--- src/rtl/kmi_pkg.sv ---
// kmi_pkg: register map, reset values and widths for the keypad interrupt block.
// assumes a 32-bit ahb-lite register bus with word-aligned registers.
package kmi_pkg;
	localparam int          KEY_COUNT          = 8;
	localparam int          SYNC_STAGES        = 3;
	localparam logic [11:0] LEVEL_SELECT_ADDR  = 12'h000;
	localparam logic [11:0] MASK_ENABLE_ADDR   = 12'h004;
	localparam logic [11:0] DETECT_FLAGS_ADDR  = 12'h008;
	localparam logic [11:0] SECOND_INT_ADDR    = 12'h00c;
	localparam logic [11:0] PIN_STATE_ADDR     = 12'h010;
	localparam logic [11:0] WAKE_STATUS_ADDR   = 12'h014;
	localparam int          GLOBAL_ENABLE_BIT  = 0;
	localparam int          WAKE_PENDING_BIT   = 0;
	localparam logic [7:0]  LEVEL_SELECT_RESET = 8'h00;
	localparam logic [7:0]  MASK_ENABLE_RESET  = 8'h00;
	localparam logic [7:0]  DETECT_FLAGS_RESET = 8'h00;
	localparam logic        GLOBAL_EN_RESET    = 1'b0;
	localparam logic [1:0]  HTRANS_NONSEQ      = 2'h2;
	localparam logic [1:0]  HTRANS_SEQ         = 2'h3;
endpackage : kmi_pkg

--- src/rtl/kmi_pin_sync.sv ---
// kmi_pin_sync: three-flop synchroniser per port-one pin with agreement filter.
// assumes pins are asynchronous to sys_clk_in; output changes once stages 2 and 3 agree.
`timescale 1ns/10ps
module kmi_pin_sync #(
	parameter int WIDTH = 8
) (
	input  wire logic             sys_clk_in,
	input  wire logic             rst_in,
	input  wire logic [WIDTH-1:0] pin_in,
	output logic      [WIDTH-1:0] level_out
);
	typedef struct packed {
		logic [WIDTH-1:0] s1;
		logic [WIDTH-1:0] s2;
		logic [WIDTH-1:0] s3;
		logic [WIDTH-1:0] level;
	} kmi_sync_state_t;

	kmi_sync_state_t state;
	kmi_sync_state_t next_state;

	initial begin
		if (WIDTH < 1) begin
			$error("kmi_pin_sync: WIDTH must be at least 1");
		end
	end

	always_comb begin
		next_state    = state;
		next_state.s1 = pin_in;
		next_state.s2 = state.s1;
		next_state.s3 = state.s2;
		for (int i = 0; i < WIDTH; i++) begin
			// a glitch that shows in only one stage never reaches the detector
			if (state.s2[i] == state.s3[i]) begin
				next_state.level[i] = state.s3[i];
			end
		end
	end

	always_ff @(posedge sys_clk_in or posedge rst_in) begin
		if (rst_in) begin
			// pins idle high on their pull-ups, so start there and fake no level after reset
			state <= '1;
		end else begin
			state <= next_state;
		end
	end

	assign level_out = state.level;
endmodule : kmi_pin_sync

--- src/rtl/kmi_keypad_irq.sv ---
// kmi_keypad_irq: keypad level-detect interrupt logic on port one with ahb-lite registers.
// assumes one clock sys_clk_in, the core's power controller acting on wake_out.
// Functional notes
// - There are eight independent keypad sense inputs, each a level-detect channel.
// - Each input's active level (high or low) is picked by its key_level_select bit.
// - The keypad inputs are an alternate use of the eight port one pins.
// - A detected level on an enabled input raises a wake request out of idle and power-down.
// - All eight inputs are separate sources sharing one interrupt request line.
// - The key_global_enable bit in second_int_enable_reg gates the shared request as a whole.
// - An input seeing its selected level sets its own key_detect_flags bit.
// - Each flag is masked by its key_mask_enable bit and a masked flag adds nothing.
// - Any subset of inputs may be used for the keypad; unused pins stay free for other use.
`timescale 1ns/10ps
module kmi_keypad_irq #(
	parameter int KEYS = kmi_pkg::KEY_COUNT
) (
	input  wire logic            sys_clk_in,
	input  wire logic            rst_in,
	input  wire logic [KEYS-1:0] port_one_pins_in,
	output logic      [KEYS-1:0] port_one_level_out,
	output logic                 key_irq_out,
	output logic                 wake_out,
	input  wire logic            hsel_in,
	input  wire logic [31:0]     haddr_in,
	input  wire logic [1:0]      htrans_in,
	input  wire logic            hwrite_in,
	input  wire logic [2:0]      hsize_in,
	input  wire logic [31:0]     hwdata_in,
	input  wire logic            hready_in,
	output logic      [31:0]     hrdata_out,
	output logic                 hreadyout_out,
	output logic                 hresp_out
);
	initial begin
		if (KEYS != kmi_pkg::KEY_COUNT) begin
			$error("kmi_keypad_irq: KEYS must be 8, registers are one byte wide");
		end
	end

	////////////////////////////////////////////////////////////////////////////////
	// state

	typedef struct packed {
		logic [KEYS-1:0] level_select;
		logic [KEYS-1:0] mask_enable;
		logic [KEYS-1:0] detect_flags;
		logic            global_enable;
		logic            irq;
		logic            wake;
		logic            dp_write;
		logic            dp_read;
		logic [11:0]     dp_addr;
		logic [31:0]     rdata;
	} kmi_state_t;

	kmi_state_t      state;
	kmi_state_t      next_state;
	logic [KEYS-1:0] key_level;
	logic [KEYS-1:0] key_hit;
	logic            addr_phase;

	////////////////////////////////////////////////////////////////////////////////
	// pin sampling

	// port one pins feed general-purpose reads as well as the keypad logic
	kmi_pin_sync #(
		.WIDTH      (KEYS)
	) u_pin_sync (
		.sys_clk_in (sys_clk_in),
		.rst_in     (rst_in),
		.pin_in     (port_one_pins_in),
		.level_out  (key_level)
	);

	genvar g;
	generate
		for (g = 0; g < KEYS; g++) begin : g_key
			// select bit high means a high level is active
			assign key_hit[g] = ~(key_level[g] ^ state.level_select[g]);
		end
	endgenerate

	assign addr_phase = hsel_in && hready_in &&
		(htrans_in == kmi_pkg::HTRANS_NONSEQ || htrans_in == kmi_pkg::HTRANS_SEQ);

	////////////////////////////////////////////////////////////////////////////////
	// next state

	always_comb begin
		next_state          = state;
		next_state.dp_write = 1'b0;
		next_state.dp_read  = 1'b0;

		// data phase of a write: a flag written as one is cleared
		if (state.dp_write) begin
			case (state.dp_addr)
				kmi_pkg::LEVEL_SELECT_ADDR: begin
					next_state.level_select = hwdata_in[KEYS-1:0];
				end
				kmi_pkg::MASK_ENABLE_ADDR: begin
					next_state.mask_enable = hwdata_in[KEYS-1:0];
				end
				kmi_pkg::DETECT_FLAGS_ADDR: begin
					next_state.detect_flags = state.detect_flags & ~hwdata_in[KEYS-1:0];
				end
				kmi_pkg::SECOND_INT_ADDR: begin
					next_state.global_enable = hwdata_in[kmi_pkg::GLOBAL_ENABLE_BIT];
				end
				default: begin
				end
			endcase
		end

		// set after clear so a level seen in the clearing cycle is kept
		next_state.detect_flags = next_state.detect_flags | key_hit;

		// masked flags never reach the line, even though they still record
		next_state.irq  = state.global_enable &&
			|(state.detect_flags & state.mask_enable);
		// wake looks at the live level so a key held during power-down is seen at once
		next_state.wake = state.global_enable &&
			|((state.detect_flags | key_hit) & state.mask_enable);

		if (addr_phase) begin
			next_state.dp_addr  = haddr_in[11:0];
			next_state.dp_write = hwrite_in;
			next_state.dp_read  = ~hwrite_in;
			next_state.rdata    = 32'h0000_0000;
			case (haddr_in[11:0])
				kmi_pkg::LEVEL_SELECT_ADDR: begin
					next_state.rdata[KEYS-1:0] = state.level_select;
				end
				kmi_pkg::MASK_ENABLE_ADDR: begin
					next_state.rdata[KEYS-1:0] = state.mask_enable;
				end
				kmi_pkg::DETECT_FLAGS_ADDR: begin
					next_state.rdata[KEYS-1:0] = state.detect_flags;
				end
				kmi_pkg::SECOND_INT_ADDR: begin
					next_state.rdata[kmi_pkg::GLOBAL_ENABLE_BIT] = state.global_enable;
				end
				kmi_pkg::PIN_STATE_ADDR: begin
					next_state.rdata[KEYS-1:0] = key_level;
				end
				kmi_pkg::WAKE_STATUS_ADDR: begin
					next_state.rdata[kmi_pkg::WAKE_PENDING_BIT] = state.wake;
				end
				default: begin
				end
			endcase
		end
	end

	always_ff @(posedge sys_clk_in or posedge rst_in) begin
		if (rst_in) begin
			state               <= '0;
			state.level_select  <= kmi_pkg::LEVEL_SELECT_RESET;
			state.mask_enable   <= kmi_pkg::MASK_ENABLE_RESET;
			state.detect_flags  <= kmi_pkg::DETECT_FLAGS_RESET;
			state.global_enable <= kmi_pkg::GLOBAL_EN_RESET;
		end else begin
			state <= next_state;
		end
	end

	////////////////////////////////////////////////////////////////////////////////
	// outputs

	assign port_one_level_out = key_level;
	assign key_irq_out        = state.irq;
	assign wake_out           = state.wake;
	assign hrdata_out         = state.rdata;
	assign hreadyout_out      = 1'b1;
	assign hresp_out          = 1'b0;
endmodule : kmi_keypad_irq

--- config.mk ---
export PLATFORM = sky130hd
export DESIGN_NAME = kmi_keypad_irq
export DESIGN_NICKNAME = d
export VERILOG_FILES = /design/src/rtl/kmi_pkg.sv /design/src/rtl/kmi_pin_sync.sv /design/src/rtl/kmi_keypad_irq.sv
export SDC_FILE = /design/constraint.sdc
export NUM_CORES = 1
export LEC_CHECK = 0
export BUFFER_PORTS_ARGS = -buffer_cell sky130_fd_sc_hd__buf_2
export CAP_MARGIN = 5
export CORE_MARGIN = 1.5
export CORE_UTILIZATION = 50
export DETAILED_ROUTE_END_ITERATION = 10
export PLACE_DENSITY = 0.8
export SKIP_CTS_REPAIR_TIMING = 1
export SYNTH_ARGS = -nofsm -noshare
export SYNTH_HDL_FRONTEND = slang
export SYNTH_SLANG_ARGS = --single-unit
--- constraint.sdc ---
create_clock -name sys_clk_in -period 8.03 [get_ports sys_clk_in]
set_clock_uncertainty 0.05 [all_clocks]
set_input_delay 1.606 -clock sys_clk_in [delete_from_list [all_inputs] [get_ports sys_clk_in]]
set_output_delay 1.606 -clock sys_clk_in [all_outputs]
set_load 0.02 [all_outputs]
# Yosys cells after proc, flatten, opt, wreduce, memory -nomap -nowiden
# Cells that the tools add are included.
[totals]
latchBits = 0
ramBits = 0
inputBits = 82
regBits = 80
out_inout_bits = 44
mem_count = 0
mem_bits_ro = 0
wordCells = 79
[classes]
n_lt_le_gt_ge = 0
shift = 0
addsub = 0
n_div = 0
n_reduce_logical = 12
n_eq_ne = 18
n_mul = 0
muxes = 6
bitwise = 23
[op_table]
columns = ["op", "count"]
rows = [
  ["$eq A12 B4 Y1 const B", 4],
  ["$mux W46", 1],
  ["$pmux W7 S4", 1],
  ["$and A8 B8 Y8", 3],
  ["$eq A12 B3 Y1 const B", 2],
  ["$eq A12 B5 Y1 const B", 2],
  ["$logic_not A12 Y1", 2],
  ["$or A8 B8 Y8", 2],
  ["$reduce_or A8 Y1", 2],
  ["$mux W9", 1],
  ["$not A1 Y1", 9],
  ["$eq A1 B1 Y1", 8],
  ["$mux W8", 1],
  ["$not A8 Y8", 1],
  ["$xor A1 B1 Y1", 8],
  ["$pmux W1 S6", 1],
  ["$reduce_and A2 Y1", 3],
  ["$eq A2 B2 Y1 const B", 2],
  ["$logic_and A1 B1 Y1", 4],
  ["$logic_or A1 B1 Y1", 1],
  ["$mux W1", 1],
]

# Depth between registers and ports, before layout
[logic_depth]
word_depth = 6
depth_mapped = 6

# By module
# Synthesis repeated with hierarchy kept, for this count alone.
[unflattened]
cells_unflattened = 320
hier_area_um2 = 3598.5
[by_module_without_submodules]
columns = ["module", "n_inst", "area_each_um2", "seq_area_each_um2", "cells_each"]
rows = [
  ["kmi_keypad_irq", 1, 2603.7, 1201.2, 271],
  ["kmi_pin_sync", 1, 994.7, 840.8, 49],
]

# Worst setup path before layout
# No wires, ideal clock.
[synth_path]
path_type = "input to register"
start = "input port haddr_in[1]"
end = "register state (netlist bit hrdata_out[2])"
arrival_ps = 2837
path_buffers = 0
stages = 4
setup_slack_ps = 5075
path_cell_list = "nor4_1 nand4_1 nor4_1 a221o_1"
[synth_between]
elab_chain_cells = 2
[synth_lines]
columns = ["element", "line_no", "text"]
rows = [
  ["start, declared", "kmi_keypad_irq.sv:24", "input wire logic [31:0] haddr_in,"],
  ["$eq A12 B5 Y1 (tied with other cells)", "kmi_keypad_irq.sv:129", "case (haddr_in[11:0])"],
  ["$pmux W7 S4 (*)", "kmi_keypad_irq.sv:129", ""],
  ["end signal, assigned", "kmi_keypad_irq.sv:162", "state <= next_state;"],
  ["end, declared", "kmi_keypad_irq.sv:56", "kmi_state_t state;"],
]
# Mark *: on every way between the ends. The rest lies on a longest branch, timed or not.
# A chain may end at the register's enable or synchronous reset.

# Worst setup path in the final report
[layout_path]
start = "input port haddr_in[1]"
end = "register state (netlist bit hrdata_out[4])"
# The elaborated chain is that of the path after synthesis.

==> run metrics <==
Int Pwr 633 uW; Tot GR Track Use 0.179; number of synthesized flops with an enable pin 0; CP Buf/Inv Count 1; PortBufs 51; total CTS buffers 9; I/O Pins 126; hpwl dp 4.33 mm; final wirelength 6.18 mm; die span in x 87.2 um; Starting Density 0.519; kind of critical path in -> reg; n_diodes 0; area delta synth->final 9.06%; crit path cell chain buf_2 > nor4_1 > nand4_1 > nor4_1 > a221o_1; Clk pin slew, worst setup/hold paths 0.08 ns; fmax 0.334 GHz; core area 0.00683 sq mm; Top FF cell, synth dfrtp_1; Power Density 216 mW/mm^2; Syn Area/Cell 12.8 sq um; Detailed Routing Iterations Pass 1 4; die area 0.00761 sq mm; DRC viols 0; Tightest Pin Transition 0.973 ns; Slew Limit Headroom 0.351; critical path required time 8.26 ns; first-pass GRT wire length 10.2 mm; slowest CP cell nor4_1; post-synthesis sequential area ratio 0.575; GRT Residual Overflow 0; clock root buffer clkbuf_8; Cell Area, Synth 0.00355 sq mm; Cell Rows 30; Max-Cap Viols 0; Final Net Count 397; CTS sink cnt 80; Via density 5.10; # setup viols final 0; fillers 599; 1st-iter DRT viols 130; CTS tree built; Worst Hold Class reg -> reg; Post-DP Area 0.00367 sq mm; insertion delay to the later sink of the worst-skew pair 0.34 ns; P_leak 0.00169 uW; post-route clock period utilization 0.373; CP arrival 3.22 ns; CP dominant cell by count nor4_1; sequential power share 0.545; WL/cell 14.8 um; top cells by instance count after synthesis 48 x dfrtp_1, 42 x buf_4, 32 x dfstp_2; largest net degree at the start of global routing 81; post-synth top area share 0.339; CP startpoint kind input port; DR vias 2121; initial antenna violation count 0; count leader, synth dfrtp_1; Switching Fraction 0.244; GP Congestion 0.871; CTS HTree Levels 3; synth unique cells 35; number of global-route vias before repair 2075; hold violation count in the final report 0; clock power share 0.354; Tmin final 3.00 ns; Final ANT Viol Nets 0; slowest stage delay, CP 0.76 ns; Die Ht 87.2 um; Design Area, Final 0.00387 sq mm; CP endpoint kind flop; largest cells by area after synthesis dfrtp_1 34%, dfstp_2 24%, mux2_2 9.5%; Comb pwr share 0.101; share of cells above drive strength 1 0.416; clock buffer depth 2; crit-path max FO 7; unrepaired setup endpoints after global routing no; Yosys warning total 0; status finished, final reports clean; cell family with most CP delay simple AND/OR/NAND/NOR gates; Max VDD drop 0.000125 V; Post-Syn Instances 278; TNS Setup 0 ns; Async S/R FF share, synth 1.00; Final Max Slew Viols 0; Net Switching 204 uW; FF+latch count, synth 80; Yosys top cell by area dfrtp_1
==> state kept, by name, summed over array words and instances (netlist names) <==
name                   cells
u_pin_sync.state           8
state                     38
u_pin_sync.level_out       8
u_pin_sync.next_state     16
hrdata_out                 8
key_irq_out                1
wake_out                   1
==> metal layers <==
metal  vias to the layer above  routed length [um]  track usage
li1                        992                   -            -
met1                      1045                2950        0.250
met2                        70                2750        0.259
met3                        14                 360       0.0493
met4                         0                 119       0.0837
met5                         -                   0            0
==> through the flow <==
step / cells / worst slack [ns] / total power [uW] / util / hold WS, ns
finish: 416 / 5.03 / 837 / 0.566 / 0.305
global route: 416 / 4.82 / 875 / 0.566 / 0.311
CTS: 416 / 5.01 / 843 / 0.566 / 0.309
detailed placement: 400 / 4.65 / 548 / 0.537 / 0.298
global placement: 400 / 4.71 / 544 / 0.537 / 0.296
floorplan: 302 / 4.38 / 535 / - / 0.295
==> worst paths after layout <==
check                      cells after the start                                  end                                 from  slack, ns
max in group asynchronous                      3                state[48]$_DFFE_PP0P_                               rst_in       5.80
min reg2reg                                    0  u_pin_sync.next_state[11]$_DFF_PP1_  u_pin_sync.next_state[19]$_DFF_PP1_       0.31
min                                            0  u_pin_sync.next_state[11]$_DFF_PP1_  u_pin_sync.next_state[19]$_DFF_PP1_       0.31
min in group asynchronous                      3                   wake_out$_DFF_PP0_                               rst_in       1.50
max                                            5            hrdata_out[4]$_DFFE_PP0P_                          haddr_in[1]       5.03
max reg2reg                                    4                state[68]$_DFFE_PP0P_                state[36]$_DFFE_PP0P_       5.75
==> area by class of cell <==
type | count | area (sq um) | area share
clock buffer | 14 | 163 | 0.0420
inverter | 2 | 8.76 | 0.00226
tap | 96 | 120 | 0.0310
sequential | 80 | 2040 | 0.528
timing repair buffer | 52 | 263 | 0.0679
clock inverter | 2 | 37.5 | 0.00970
multi-input combinational | 170 | 1240 | 0.319
==> cell usage in the layout (no fill, tap or decap), drive strengths merged <==
master	count
conb	26
a22oi	11
o21ai	16
dfrtp	48
and2	8
o22a	1
dfstp	32
nand3	2
a41oi	1
nor4	5
nor2b	2
or4b	1
inv	1
mux2i	2
maj3	9
nor2	2
clkinv	1
nor3b	1
nand2	19
a21o	8
or3	1
nand4	3
clkinvlp	1
buf	52
nand2b	1
or4	1
and3	1
o21a	2
and2b	1
xnor2	8
a221o	7
nor3	1
mux2	30
bufinv	1
clkbuf	14
==> logic make-up after synthesis <==
kind of cell,Yosys count,share of synthesized area
flip-flops,80,0.575
AND/OR/NAND/NOR,49,0.0832
multiplexers,32,0.101
AO/OA/AOI/OAI,46,0.0917
XOR/XNOR,8,0.0197
adder cells (fa/ha/maj),9,0.0254
other,2,0.00212
buffers and inverters,52,0.102
==> power groups by stage <==
| stage | clock [uW] | combinational (uW) | sequential (uW) |
|---|---|---|---|
| floorplan | 0 | 78.3 | 457 |
| global placement | 0 | 82.2 | 461 |
| detailed placement | 0 | 85.3 | 463 |
| CTS | 301 | 85.7 | 456 |
| global route | 321 | 94.2 | 459 |
| finish | 296 | 84.8 | 456 |
(Power assumes the default switching activity.)
